===== config.mk =====
export PLATFORM = sky130hd
export DESIGN_NAME = lpm_mode_ctrl
export DESIGN_NICKNAME = d
export VERILOG_FILES = /design/src/rtl/lpm_pkg.sv /design/src/rtl/lpm_time_base.sv /design/src/rtl/lpm_mode_ctrl.sv
export SDC_FILE = /design/constraint.sdc
export NUM_CORES = 1
export LEC_CHECK = 0
export BUFFER_PORTS_ARGS = -buffer_cell sky130_fd_sc_hd__buf_2
export CELL_PAD_IN_SITES_DETAIL_PLACEMENT = 1
export CELL_PAD_IN_SITES_GLOBAL_PLACEMENT = 1
export CORE_MARGIN = 2
export CORE_UTILIZATION = 35
export CTS_CLUSTER_DIAMETER = 200
export CTS_CLUSTER_SIZE = 20
export DETAILED_ROUTE_END_ITERATION = 8
export PLACE_DENSITY_LB_ADDON = 0.1
export SLEW_MARGIN = 40
export SYNTH_ARGS = -nofsm -noshare
export SYNTH_HDL_FRONTEND = slang
export SYNTH_HIERARCHICAL = 1
export SYNTH_SLANG_ARGS = --single-unit

===== constraint.sdc =====
create_clock -name aclk -period 2.2 [get_ports aclk]
set_input_delay 0.11 -clock aclk [delete_from_list [all_inputs] [get_ports aclk]]
set_output_delay 0.11 -clock aclk [all_outputs]
set_load 0.03 [all_outputs]

===== src/rtl/lpm_pkg.sv =====
// shared constants, types and register map of the low power mode controller
package lpm_pkg;

   ////////////////////////////////////////////////////////////////////////
   // register map, byte addresses on the control bus
   localparam int LPM_AW = 4;
   localparam logic [3:0] LPM_OFS_CTRL = 4'h0;
   localparam logic [3:0] LPM_OFS_CMD = 4'h4;
   localparam logic [3:0] LPM_OFS_STATUS = 4'h8;
   localparam logic [3:0] LPM_OFS_FLAGCLR = 4'hc;

   // control register fields
   localparam int LPM_CTRL_IE = 0;
   localparam int LPM_CTRL_TIMER_A_MODE_TOP_BIT = 1;
   localparam int LPM_CTRL_LOW_SPEED_ON_FLAG = 2;
   localparam int LPM_CTRL_MISC = 3;
   localparam logic [4:0] LPM_CTRL_RESET = 5'h00;

   // command register fields, write one to execute
   localparam int LPM_CMD_SBY = 0;
   localparam int LPM_CMD_STOP = 1;

   // status and flag-clear register fields
   localparam int LPM_ST_MODE = 0;
   localparam int LPM_ST_F0 = 4;
   localparam int LPM_ST_FTA = 5;
   localparam int LPM_ST_SETTLE = 6;

   localparam logic [1:0] LPM_RESP_OKAY = 2'h0;
   localparam logic [1:0] LPM_RESP_SLVERR = 2'h2;

   // build option: sub-active mode present
   localparam logic LPM_SUBACTIVE_OPTION = 1'b1;

   ////////////////////////////////////////////////////////////////////////
   // timing: settling interval in subclock ticks, rounded up
   localparam longint LPM_SUB_CLK_HZ = 32768;
   localparam longint LPM_TRC_NS = 122070;
   localparam int LPM_TRC_TICKS = int'((LPM_TRC_NS * LPM_SUB_CLK_HZ + 64'd999999999) / 64'd1000000000);
   localparam logic [7:0] LPM_HALF_FRAME_BASE = 8'(LPM_TRC_TICKS);

   ////////////////////////////////////////////////////////////////////////
   typedef enum logic [2:0] {
      LPM_ACTIVE,
      LPM_STANDBY,
      LPM_STOP,
      LPM_WATCH,
      LPM_SUBACTIVE
   } lpm_mode_e;

   typedef struct packed {
      logic [7:0] cnt;
      logic frame_strobe;
      logic half_strobe;
   } lpm_tb_state_s;

   typedef struct packed {
      logic [1:0] i0_sync;
      logic i0_prev;
      logic [1:0] sub_sync;
      logic sub_prev;
      logic [1:0] rst_sync;
      lpm_mode_e mode;
      logic ie;
      logic timer_a_mode_top_bit;
      logic low_speed_on_flag;
      logic [1:0] misc;
      logic f0;
      logic fta;
      logic i0_seen;
      logic ta_seen;
      logic settle;
      logic aw_ok;
      logic [3:0] aw_addr;
      logic w_ok;
      logic [31:0] w_data;
      logic awready;
      logic wready;
      logic bvalid;
      logic [1:0] bresp;
      logic arready;
      logic rvalid;
      logic [31:0] rdata;
      logic [1:0] rresp;
      logic sub_tick;
      logic cpu_clk_en;
      logic per_clk_en;
      logic tbase_clk_en;
      logic main_osc_en;
      logic cpu_on_subclk;
      logic io_hold;
      logic io_hiz;
      logic periph_reset;
      logic cpu_reset;
      logic ram_hold;
      logic irq_accept;
      logic irq_held;
      logic serial_irq_out;
   } lpm_state_s;

endpackage : lpm_pkg


===== src/rtl/lpm_time_base.sv =====
// interrupt frame time base clocked by subclock ticks
`timescale 1ns/1ps
`default_nettype none

module lpm_time_base
   import lpm_pkg::*;
(
   input wire logic aclk,
   input wire logic aresetn,
   input wire logic ce,
   input wire logic run,
   input wire logic sub_tick,
   input wire logic [1:0] misc,
   output logic frame_strobe,
   output logic half_strobe
);

   lpm_tb_state_s s;
   lpm_tb_state_s next_s;

   // half frame grows by powers of two with the misc code
   function automatic logic [7:0] half_len(input logic [1:0] code);
      half_len = LPM_HALF_FRAME_BASE << code;
   endfunction : half_len

   ////////////////////////////////////////////////////////////////////////
   always_comb begin
      next_s = s;
      next_s.frame_strobe = 1'b0;
      next_s.half_strobe = 1'b0;
      if (!run) begin
         next_s.cnt = 8'h00;
      end else if (sub_tick) begin
         // this counter alone, stepped by subclock ticks, acts as the frame source
         if (s.cnt == 8'((half_len(misc) << 1) - 8'h01)) begin
            next_s.cnt = 8'h00;
            next_s.frame_strobe = 1'b1;
         end else begin
            next_s.cnt = 8'(s.cnt + 8'h01);
         end
         if (s.cnt == 8'(half_len(misc) - 8'h01)) begin
            next_s.half_strobe = 1'b1;
         end
      end
   end

   always_ff @(posedge aclk) begin
      if (!aresetn) begin
         s <= '0;
      end else if (ce) begin
         s <= next_s;
      end
   end

   assign frame_strobe = s.frame_strobe;
   assign half_strobe = s.half_strobe;

endmodule : lpm_time_base

`default_nettype wire


===== src/rtl/lpm_mode_ctrl.sv =====
// low power mode controller: mode sequencing, clock gating, wake logic, axi4-lite registers
`timescale 1ns/1ps
`default_nettype none

module lpm_mode_ctrl
   import lpm_pkg::*;
(
   input wire logic aclk,
   input wire logic aresetn,
   input wire logic ce,
   input wire logic ext_irq_zero_pin,
   input wire logic sub_osc_in,
   input wire logic reset_pin_n,
   input wire logic timer_a_ovf,
   input wire logic periph_irq,
   input wire logic serial_irq_in,
   input wire logic [LPM_AW-1:0] s_axi_awaddr,
   input wire logic s_axi_awvalid,
   output logic s_axi_awready,
   input wire logic [31:0] s_axi_wdata,
   input wire logic [3:0] s_axi_wstrb,
   input wire logic s_axi_wvalid,
   output logic s_axi_wready,
   output logic [1:0] s_axi_bresp,
   output logic s_axi_bvalid,
   input wire logic s_axi_bready,
   input wire logic [LPM_AW-1:0] s_axi_araddr,
   input wire logic s_axi_arvalid,
   output logic s_axi_arready,
   output logic [31:0] s_axi_rdata,
   output logic [1:0] s_axi_rresp,
   output logic s_axi_rvalid,
   input wire logic s_axi_rready,
   output logic cpu_clk_en,
   output logic per_clk_en,
   output logic tbase_clk_en,
   output logic main_osc_en,
   output logic cpu_on_subclk,
   output logic io_hold,
   output logic io_hiz,
   output logic periph_reset,
   output logic cpu_reset,
   output logic ram_hold,
   output logic irq_accept,
   output logic irq_held,
   output logic serial_irq_out,
   output logic [2:0] mode_out
);

   lpm_state_s s;
   lpm_state_s next_s;
   logic frame_strobe;
   logic half_strobe;

   localparam lpm_state_s LPM_STATE_RESET = '{
      mode: LPM_ACTIVE, awready: 1'b1, wready: 1'b1, arready: 1'b1,
      cpu_clk_en: 1'b1, per_clk_en: 1'b1, tbase_clk_en: 1'b1, main_osc_en: 1'b1,
      // synchronisers start at the idle pin levels, so no false reset or edge follows reset
      rst_sync: 2'b11, i0_sync: 2'b11, i0_prev: 1'b1,
      default: '0};

   function automatic logic low_mode(input lpm_mode_e m);
      low_mode = (m == LPM_WATCH) || (m == LPM_SUBACTIVE);
   endfunction : low_mode

   function automatic logic mapped(input logic [LPM_AW-1:0] a);
      mapped = (a == LPM_OFS_CTRL) || (a == LPM_OFS_CMD) ||
               (a == LPM_OFS_STATUS) || (a == LPM_OFS_FLAGCLR);
   endfunction : mapped

   ////////////////////////////////////////////////////////////////////////
   lpm_time_base u_time_base (
      .aclk(aclk),
      .aresetn(aresetn),
      .ce(ce),
      .run(low_mode(s.mode) || s.settle),
      .sub_tick(s.sub_tick),
      .misc(s.misc),
      .frame_strobe(frame_strobe),
      .half_strobe(half_strobe)
   );

   ////////////////////////////////////////////////////////////////////////
   always_comb begin
      logic pin_rst;
      logic fall;
      logic low;
      logic do_wr;
      logic cmd_sby;
      logic cmd_stop;
      logic clr_f0;
      logic clr_fta;
      logic set_f0;
      logic set_fta;
      logic wake;
      logic [31:0] rd;
      pin_rst = 1'b0;
      fall = 1'b0;
      low = 1'b0;
      do_wr = 1'b0;
      cmd_sby = 1'b0;
      cmd_stop = 1'b0;
      clr_f0 = 1'b0;
      clr_fta = 1'b0;
      set_f0 = 1'b0;
      set_fta = 1'b0;
      wake = 1'b0;
      rd = 32'h0000_0000;
      next_s = s;

      // pins pass two flops before anything looks at them
      next_s.i0_sync = {s.i0_sync[0], ext_irq_zero_pin};
      next_s.i0_prev = s.i0_sync[1];
      next_s.sub_sync = {s.sub_sync[0], sub_osc_in};
      next_s.sub_prev = s.sub_sync[1];
      next_s.sub_tick = s.sub_sync[1] & ~s.sub_prev;
      next_s.rst_sync = {s.rst_sync[0], reset_pin_n};
      pin_rst = ~s.rst_sync[1];
      fall = s.i0_prev & ~s.i0_sync[1];
      low = low_mode(s.mode);

      ////////////////////////////////////////////////////////////////////
      // bus write: address and data taken in either order
      if (s_axi_awvalid && s.awready) begin
         next_s.aw_ok = 1'b1;
         next_s.aw_addr = s_axi_awaddr;
      end
      if (s_axi_wvalid && s.wready) begin
         next_s.w_ok = 1'b1;
         next_s.w_data = s_axi_wdata;
         // lanes other than byte 0 carry only reserved bits
         if (!s_axi_wstrb[0]) begin
            next_s.w_data = 32'h0000_0000;
         end
      end
      if (s.aw_ok && s.w_ok && !s.bvalid) begin
         do_wr = 1'b1;
         next_s.aw_ok = 1'b0;
         next_s.w_ok = 1'b0;
         next_s.bvalid = 1'b1;
         next_s.bresp = mapped(s.aw_addr) ? LPM_RESP_OKAY : LPM_RESP_SLVERR;
      end
      if (s.bvalid && s_axi_bready) begin
         next_s.bvalid = 1'b0;
      end
      if (do_wr && (s.aw_addr == LPM_OFS_CTRL)) begin
         next_s.ie = s.w_data[LPM_CTRL_IE];
         next_s.timer_a_mode_top_bit = s.w_data[LPM_CTRL_TIMER_A_MODE_TOP_BIT];
         next_s.low_speed_on_flag = s.w_data[LPM_CTRL_LOW_SPEED_ON_FLAG] & LPM_SUBACTIVE_OPTION;
         next_s.misc = s.w_data[LPM_CTRL_MISC+:2];
      end
      // commands only mean something while an instruction clock runs
      if (do_wr && (s.aw_addr == LPM_OFS_CMD) && s.cpu_clk_en) begin
         cmd_sby = s.w_data[LPM_CMD_SBY];
         cmd_stop = s.w_data[LPM_CMD_STOP];
      end
      if (do_wr && (s.aw_addr == LPM_OFS_FLAGCLR)) begin
         clr_f0 = s.w_data[LPM_ST_F0];
         clr_fta = s.w_data[LPM_ST_FTA];
      end

      // bus read
      if (s_axi_arvalid && s.arready) begin
         case (s_axi_araddr)
            LPM_OFS_CTRL: rd[4:0] = {s.misc, s.low_speed_on_flag, s.timer_a_mode_top_bit, s.ie};
            LPM_OFS_STATUS: begin
               rd[LPM_ST_MODE+:3] = s.mode;
               rd[LPM_ST_F0] = s.f0;
               rd[LPM_ST_FTA] = s.fta;
               rd[LPM_ST_SETTLE] = s.settle;
            end
            default: rd = 32'h0000_0000;
         endcase
         next_s.rdata = rd;
         next_s.rresp = mapped(s_axi_araddr) ? LPM_RESP_OKAY : LPM_RESP_SLVERR;
         next_s.rvalid = 1'b1;
      end else if (s.rvalid && s_axi_rready) begin
         next_s.rvalid = 1'b0;
      end

      ////////////////////////////////////////////////////////////////////
      // wake sources
      if (low) begin
         // edges and overflows wait for the next strobe
         if (fall && !s.settle) begin
            next_s.i0_seen = 1'b1;
         end
         if (timer_a_ovf) begin
            next_s.ta_seen = 1'b1;
         end
         if (frame_strobe) begin
            set_f0 = next_s.i0_seen;
            set_fta = next_s.ta_seen;
            next_s.i0_seen = 1'b0;
            next_s.ta_seen = 1'b0;
         end
      end else if (s.mode != LPM_STOP) begin
         set_f0 = fall && !s.settle;
         set_fta = timer_a_ovf;
         next_s.i0_seen = 1'b0;
         next_s.ta_seen = 1'b0;
      end
      // an event in the clearing cycle survives
      next_s.f0 = (s.f0 & ~clr_f0) | set_f0;
      next_s.fta = (s.fta & ~clr_fta) | set_fta;
      wake = set_f0 | set_fta;

      ////////////////////////////////////////////////////////////////////
      case (s.mode)
         LPM_ACTIVE: begin
            if (cmd_stop) begin
               next_s.mode = s.timer_a_mode_top_bit ? LPM_WATCH : LPM_STOP;
            end else if (cmd_sby) begin
               next_s.mode = LPM_STANDBY;
            end
         end
         LPM_STANDBY: begin
            // any request brings the cpu back; enable decides service
            if (wake || periph_irq || s.f0 || s.fta) begin
               next_s.mode = LPM_ACTIVE;
            end
         end
         LPM_STOP: begin
            next_s.mode = LPM_STOP; // only the reset pin leaves
         end
         LPM_WATCH: begin
            if (wake) begin
               if (s.low_speed_on_flag && LPM_SUBACTIVE_OPTION) begin
                  next_s.mode = LPM_SUBACTIVE;
               end else begin
                  next_s.mode = LPM_ACTIVE;
                  next_s.settle = 1'b1;
               end
            end
         end
         LPM_SUBACTIVE: begin
            if (cmd_stop || cmd_sby) begin
               next_s.mode = LPM_WATCH;
            end
         end
         default: next_s.mode = LPM_ACTIVE;
      endcase
      // half a frame lets the main oscillator settle
      if (s.settle && half_strobe) begin
         next_s.settle = 1'b0;
      end
      if (pin_rst) begin
         next_s.mode = LPM_ACTIVE;
         next_s.settle = 1'b0;
         next_s.i0_seen = 1'b0;
         next_s.ta_seen = 1'b0;
         // a device reset also returns control bits and flags to their reset state
         next_s.ie = 1'b0;
         next_s.timer_a_mode_top_bit = 1'b0;
         next_s.low_speed_on_flag = 1'b0;
         next_s.misc = 2'b00;
         next_s.f0 = 1'b0;
         next_s.fta = 1'b0;
      end

      ////////////////////////////////////////////////////////////////////
      // clock gates and holds follow the next mode
      next_s.main_osc_en = (next_s.mode == LPM_ACTIVE) || (next_s.mode == LPM_STANDBY);
      next_s.cpu_clk_en = ((next_s.mode == LPM_ACTIVE) && !next_s.settle) ||
                          (next_s.mode == LPM_SUBACTIVE);
      next_s.per_clk_en = next_s.main_osc_en;
      next_s.tbase_clk_en = next_s.mode != LPM_STOP;
      next_s.cpu_on_subclk = next_s.mode == LPM_SUBACTIVE;
      next_s.io_hold = (next_s.mode == LPM_STANDBY) || (next_s.mode == LPM_WATCH);
      next_s.io_hiz = next_s.mode == LPM_STOP;
      next_s.periph_reset = next_s.mode == LPM_STOP;
      // working registers are lost, ram is not cleared
      next_s.cpu_reset = (next_s.mode == LPM_STOP) || pin_rst;
      next_s.ram_hold = next_s.mode != LPM_SUBACTIVE && next_s.mode != LPM_ACTIVE;
      next_s.irq_accept = next_s.cpu_clk_en && next_s.ie &&
                          (next_s.f0 || next_s.fta || periph_irq);
      // without the enable the request waits and code continues
      next_s.irq_held = (next_s.f0 || next_s.fta || periph_irq) && !next_s.irq_accept;
      next_s.serial_irq_out = serial_irq_in && !low_mode(next_s.mode) &&
                              (next_s.mode != LPM_STOP);

      // one write and one read under way at a time
      next_s.awready = !next_s.aw_ok && !next_s.bvalid;
      next_s.wready = !next_s.w_ok && !next_s.bvalid;
      next_s.arready = !next_s.rvalid;
   end

   ////////////////////////////////////////////////////////////////////////
   always_ff @(posedge aclk) begin
      if (!aresetn) begin
         s <= LPM_STATE_RESET;
      end else if (ce) begin
         s <= next_s;
      end
   end

   assign s_axi_awready = s.awready;
   assign s_axi_wready = s.wready;
   assign s_axi_bvalid = s.bvalid;
   assign s_axi_bresp = s.bresp;
   assign s_axi_arready = s.arready;
   assign s_axi_rvalid = s.rvalid;
   assign s_axi_rdata = s.rdata;
   assign s_axi_rresp = s.rresp;
   assign cpu_clk_en = s.cpu_clk_en;
   assign per_clk_en = s.per_clk_en;
   assign tbase_clk_en = s.tbase_clk_en;
   assign main_osc_en = s.main_osc_en;
   assign cpu_on_subclk = s.cpu_on_subclk;
   assign io_hold = s.io_hold;
   assign io_hiz = s.io_hiz;
   assign periph_reset = s.periph_reset;
   assign cpu_reset = s.cpu_reset;
   assign ram_hold = s.ram_hold;
   assign irq_accept = s.irq_accept;
   assign irq_held = s.irq_held;
   assign serial_irq_out = s.serial_irq_out;
   assign mode_out = s.mode;

endmodule : lpm_mode_ctrl

`default_nettype wire


### Word-level counts from Yosys, hierarchy flattened

Index checks and enable logic that the tools add are counted.

* register bits after elaboration: 97
* output and inout bits: 57
* word-level logic and storage cells: 193

* add/sub/neg operators: 3
* equality and inequality tests: 22
* shift-type cells: 1
* mux-type cells: 51
* bitwise gates (word level): 12
* reduce and logical (&&, ||, !) cells: 62

Operators with widths (number)
* 33-bit two-way mux: 1
* 32-bit two-way mux: 1
* 1-bit two-way mux: 26
* 1-bit logical AND: 22
* 3-bit two-way mux: 7
* 1-bit logical OR: 19
* 4-bit == test, second input constant: 4
* 8-bit == test: 2
* 8-bit two-way mux: 2
* 8-bit by 1-bit subtractor with 8-bit output, second input constant: 2
* 3-bit one-hot mux with 5 select lines: 1
* 2-bit two-way mux: 7
* 2-bit AND reduction: 7
* 13-bit two-way mux: 1
* 3-bit by 2-bit == test with 1-bit output, second input constant: 4
* 10-bit two-way mux: 1
* 5-bit two-way mux: 2
* 1-bit zero test: 9
* 8-bit by 1-bit adder with 8-bit output, second input constant: 1
* 4-bit by 3-bit == test with 1-bit output, second input constant: 2
* 4-bit zero test: 2
* 3-bit by 2-bit left shift with 8-bit output, first input constant: 1
* 3-bit by 1-bit == test with 1-bit output, second input constant: 2
* 3-bit == test, second input constant: 2
* 12 further kinds: 23

### Depth between registers and ports, before layout

* depth in word-level cells: 20
* mapped depth: 10
* gate-level depth less buffers: 7

### By module

Netlist, hierarchy kept.

Modules (own cells, without submodules)
* lpm_mode_ctrl: times used 1, cells each 361, area an instance 3090.5 µm², seq. area each 1181.1 µm²
* lpm_time_base: times used 1, cells each 77, area an instance 644.4 µm², seq. area each 200.2 µm²

### Worst setup path before layout

Ideal clock, no wire load.

* kind: register -> register
* from: reg s (netlist bit s_axi_bvalid)
* to: reg s (netlist bit tbase_clk_en)
* setup time: 137 ps
* arrival time: 1669 ps
* setup slack: 394 ps
* cell stages (with the launch flop): 7
* period minus slack after synthesis: 1806 ps
* cells stage by stage: dfxtp_1 > and3b_1 > a41oi_1 > or3_1 > o221a_2 > nor4_1 > o21ai_0

* cells in the longest elaborated chain, start to end: 11
* elaborated cells between the ends (all ways): 14
* classes of those cells: 1 x eq/ne; 8 x mux; 5 x reduce/logical

RTL lines
* start: declaration: line lpm_mode_ctrl.sv:50 `lpm_state_s s;`
* start signal: assignment: line lpm_mode_ctrl.sv:293 `s <= next_s;`
* 1-bit zero test (*): line lpm_mode_ctrl.sv:136 `if (s.aw_ok && s.w_ok && !s.bvalid) begin`
* 1-bit logical AND (*): line lpm_mode_ctrl.sv:136
* 1-bit two-way mux (*): line lpm_mode_ctrl.sv:136
* 1-bit logical AND (*) (2 in series): line lpm_mode_ctrl.sv:153 `if (do_wr && (s.aw_addr == LPM_OFS_CMD) && s.cpu_clk_en) begin`
* 1-bit two-way mux: line lpm_mode_ctrl.sv:153
* 3-bit two-way mux / 1-bit logical OR (equally long branches): line lpm_mode_ctrl.sv:213, lpm_mode_ctrl.sv:237
* 3-bit two-way mux (on tied branches): line lpm_mode_ctrl.sv:211, lpm_mode_ctrl.sv:237
* 3-bit one-hot mux with 5 select lines (*): line lpm_mode_ctrl.sv:209 `case (s.mode)`
* 13-bit two-way mux (*): line lpm_mode_ctrl.sv:247 `if (pin_rst) begin`
* 3-bit by 2-bit != test with 1-bit output (*): line lpm_mode_ctrl.sv:267 `next_s.tbase_clk_en = next_s.mode != LPM_STOP;`

Mark *: on every way between the ends. The rest lies on a longest branch, timed or not.
A chain may end at the register's enable or synchronous reset.

### Worst setup path after layout

* from: reg s (netlist bit mode_out[0])
* to: reg s (netlist bit tbase_clk_en)

* cells in the longest elaborated chain, start to end: 11
* elaborated cells between the ends (all ways): 23
* classes of those cells: 6 x eq/ne; 11 x mux; 1 x bitwise; 5 x reduce/logical

RTL lines
* 3-bit by 2-bit != test with 1-bit output (tied with other cells): line lpm_mode_ctrl.sv:197 `end else if (s.mode != LPM_STOP) begin`
* 1-bit two-way mux / 1-bit logical OR (equally long branches): line lpm_mode_ctrl.sv:197, lpm_mode_ctrl.sv:63
* 1-bit two-way mux: line lpm_mode_ctrl.sv:183 `if (low) begin`
* 1-bit OR: line lpm_mode_ctrl.sv:206 `wake = set_f0 | set_fta;`
* 1-bit logical OR (3 in series): line lpm_mode_ctrl.sv:219 `if (wake || periph_irq || s.f0 || s.fta) begin`
* 3-bit two-way mux: line lpm_mode_ctrl.sv:219
* 3-bit one-hot mux with 5 select lines (*): line lpm_mode_ctrl.sv:209
* 13-bit two-way mux (*): line lpm_mode_ctrl.sv:247
* 3-bit by 2-bit != test with 1-bit output (*): line lpm_mode_ctrl.sv:267

Marks and branches as above.

==> impl_results.md <==
- Outcome: finished, final reports clean
- Clock Tree Buf Depth: 2
- CTS clk-pin slew, worst paths: 70 ps
- Post-detail-place hpwl: 7040 um
- Crit end category: register
- Design Area, Final: 4220 um^2
- CP cell instances: buf_4 > nor4b_4 > a21o_2 > nor2_1 > o221a_2 > nor4_2 > buf_4 > o21ai_0
- Fin Clk Skew: 6.76 ps
- Via count: 3123
- Tmin final: 2110 ps
- # rows: 37
- Vias per cell: 4.96
- Power density over the cells: 633 nW/um^2
- Fin. Hold Viols: 0
- Avg WL per Cell: 15.1 um
- Placed cell areas: 4000 um^2
- RSZ-0062 raised after global routing: false
- Crit path max fanout: 6
- Cell mode on critical path: buf_4
- Setup CP Type: register to register
- Final Wtd Congestion: 0.800
- Final count of negative-setup-slack endpoints: 0
- Average footprint of a synthesized cell: 8.53 um^2
- Largest net degree at the start of global routing: 35
- Number of top-level pins: 115
- Ys Warns: 6
- # nets final: 550
- Cell Area, Synth: 3730 um^2
- Total routed wirelength: 9480 um
- Post-synth top flop: dfxtp_1
- Hold Worst Slack: 24.2 ps
- Post-synth EDFFs: 0
- Worst Path Arrival: 2350 ps
- Die area: 11500 um^2
- Distinct cells, synth: 67
- Relative slew slack: 0.470
- Skew-Pair Late Insertion Delay: 350 ps
- Slew @ Worst Pin: 788 ps
- DIE WIDTH: 107 um
- Starting density of the core: 0.362
- WP data required: 2440 ps
- First-pass GRT wire length: 15800 um
- Postcts setup bufs: 0
- Max-cap violation count: 0
- Height of the die: 107 um
- VDD IR-drop max: 0.000304 V
- 1st-pass router iterations: 4
- CTS sink count: 69
- CTS tree: done
- Root buffer cell: clkbuf_8
- Final clock period utilization by the worst path: 0.961
- I/O Buffers: 58
- Max-slew violations: 0
- Setup TNS: 0 ps
- Commonest non-fill, non-tap cells in the layout: dfxtp_1, buf_2, nand2_1, nor2b_1, conb_1
- Slowest stage delay, CP: 390 ps
- Fmax: 473 MHz
- Placed Cells: 613
- Part of the Yosys area used for sequential elements: 0.370
- Most common cell after layout, fill and taps aside: dfxtp_1
- Via count of the first global-routing pass: 3121
- Antenna cells: 0
- GRT Residual Overflow: 0
- Asr flop ratio synth: 0
- Area grow syn2layout: 13.0%
- Max H-tree Level: 3
- DRC errors left: 0
- Core area: 10300 um^2
- Antenna viol nets, final: 0
- Layout cells sized above 1: 0.233
- Initial antenna violation count: 0
- Seq cells post-synth: 69
- CTS Buf Count: 9
- Initial DRC Count: 94
- Hold Path Class: input pin to register
- Cells after Synth: 438
- CP Launch Type: register
- Slowest CP cell: dfxtp_1
- Non-filler instance count after layout: 630
- LEAKAGE: 1.78 nW
- GRT Total Usage: 0.175
==> worst max-delay path: cells and delay by family, from the launching register on <==
kind / cells / cell delay (ps)
simple gates: 3 / 720
compound gates: 3 / 510
flops: 1 / 390
buf+inv: 2 / 380
==> stage by stage <==
step	setup WS, ps	power [mW]	util
6_report	86.5	2.67	0.409
5_1_grt	14.9	2.80	0.409
4_1_cts	88.2	2.71	0.407
3_5_place_dp	-52.0	1.77	0.387
3_3_place_gp	0.251	1.77	0.387
2_1_floorplan	394	1.70	-
==> sequential cells by signal (all words and copies together) (netlist names), 3 cells and up <==
signal / count
u_time_base/s: 8
mode_out: 3
next_s: 5
s: 26
s_axi_rdata: 7
==> repair_timing <==
action / in CTS / in global routing
hold endpoints to repair: 3 / 0
hold buffers: 3 / 0
setup endpoints to repair: 2 / 2
resized for setup: 2 / 2
==> report_power, final <==
part	leakage, nW	switching (mW)	internal [mW]
Combinational	1.13	0.281	0.141
Clock	0.0881	0.469	0.455
Sequential	0.563	0.0347	1.29
Total	1.78	0.785	1.89
==> cell families after synthesis <==
| logic type | count (synthesis) | share of synthesized area |
|---|---|---|
| simple gates | 187 | 0.272 |
| compound gates | 87 | 0.178 |
| buf+inv | 75 | 0.130 |
| flops | 69 | 0.370 |
| mux | 11 | 0.0295 |
| xor+xnor | 7 | 0.0164 |
| fa+ha+maj | 1 | 0.00335 |
| other cells | 1 | 0.00100 |
==> Yosys cell counts, types with 3 or more instances <==
cell type	instances	area (um^2)
nand4_1	5	31.3
nor2b_1	27	169
o21ai_0	16	80.1
buf_4	43	323
o221ai_1	3	26.3
nand3_1	26	130
and3_1	4	25.0
a21boi_0	12	90.1
nand2b_1	7	43.8
a31oi_1	5	31.3
xor2_1	5	43.8
o21a_1	6	45.0
nor4_1	4	25.0
nand3b_1	5	37.5
dfxtp_1	69	1380
a21oi_1	11	55.1
or3_1	3	18.8
and2_1	3	18.8
nor3b_1	6	45.0
clkbuf_1	14	52.6
a22oi_1	5	37.5
nand2_1	55	206
buf_6	4	45.0
nor2_1	26	97.6
mux2i_1	11	110
inv_1	9	33.8
a221oi_1	4	35.0
==> metal layers <==
metal  GRT usage  share of wire
met5           0              0
met4      0.0622          0.013
met2       0.292           0.48
met1       0.224           0.47
met3      0.0357          0.034
==> worst paths after layout <==
kind | startpoint | endpoint | slack [ps] | cells past startpoint
worst max-delay path | mode_out[0]$_SDFFE_PN0P_ | tbase_clk_en$_SDFFE_PN1P_ | 90 | 8
worst min-delay path | s_axi_awaddr[0] | s[88]$_SDFFE_PN0P_ | 20 | 3
worst max register to register | mode_out[0]$_SDFFE_PN0P_ | tbase_clk_en$_SDFFE_PN1P_ | 90 | 8
worst min register to register | s_axi_rdata[3]$_SDFFE_PN0P_ | s_axi_rdata[3]$_SDFFE_PN0P_ | 470 | 2
==> layout make-up <==
cell class | count | area (um^2)
Fill cell | 1273 | 6100
Multi-Input combinational cell | 320 | 1990
Sequential cell | 69 | 1380
Timing Repair Buffer | 82 | 478
Tap cell | 136 | 170
Clock buffer | 12 | 155
Inverter | 9 | 33.8
Clock inverter | 2 | 10.0
No activity file was read; power rests on OpenSTA's default activity.
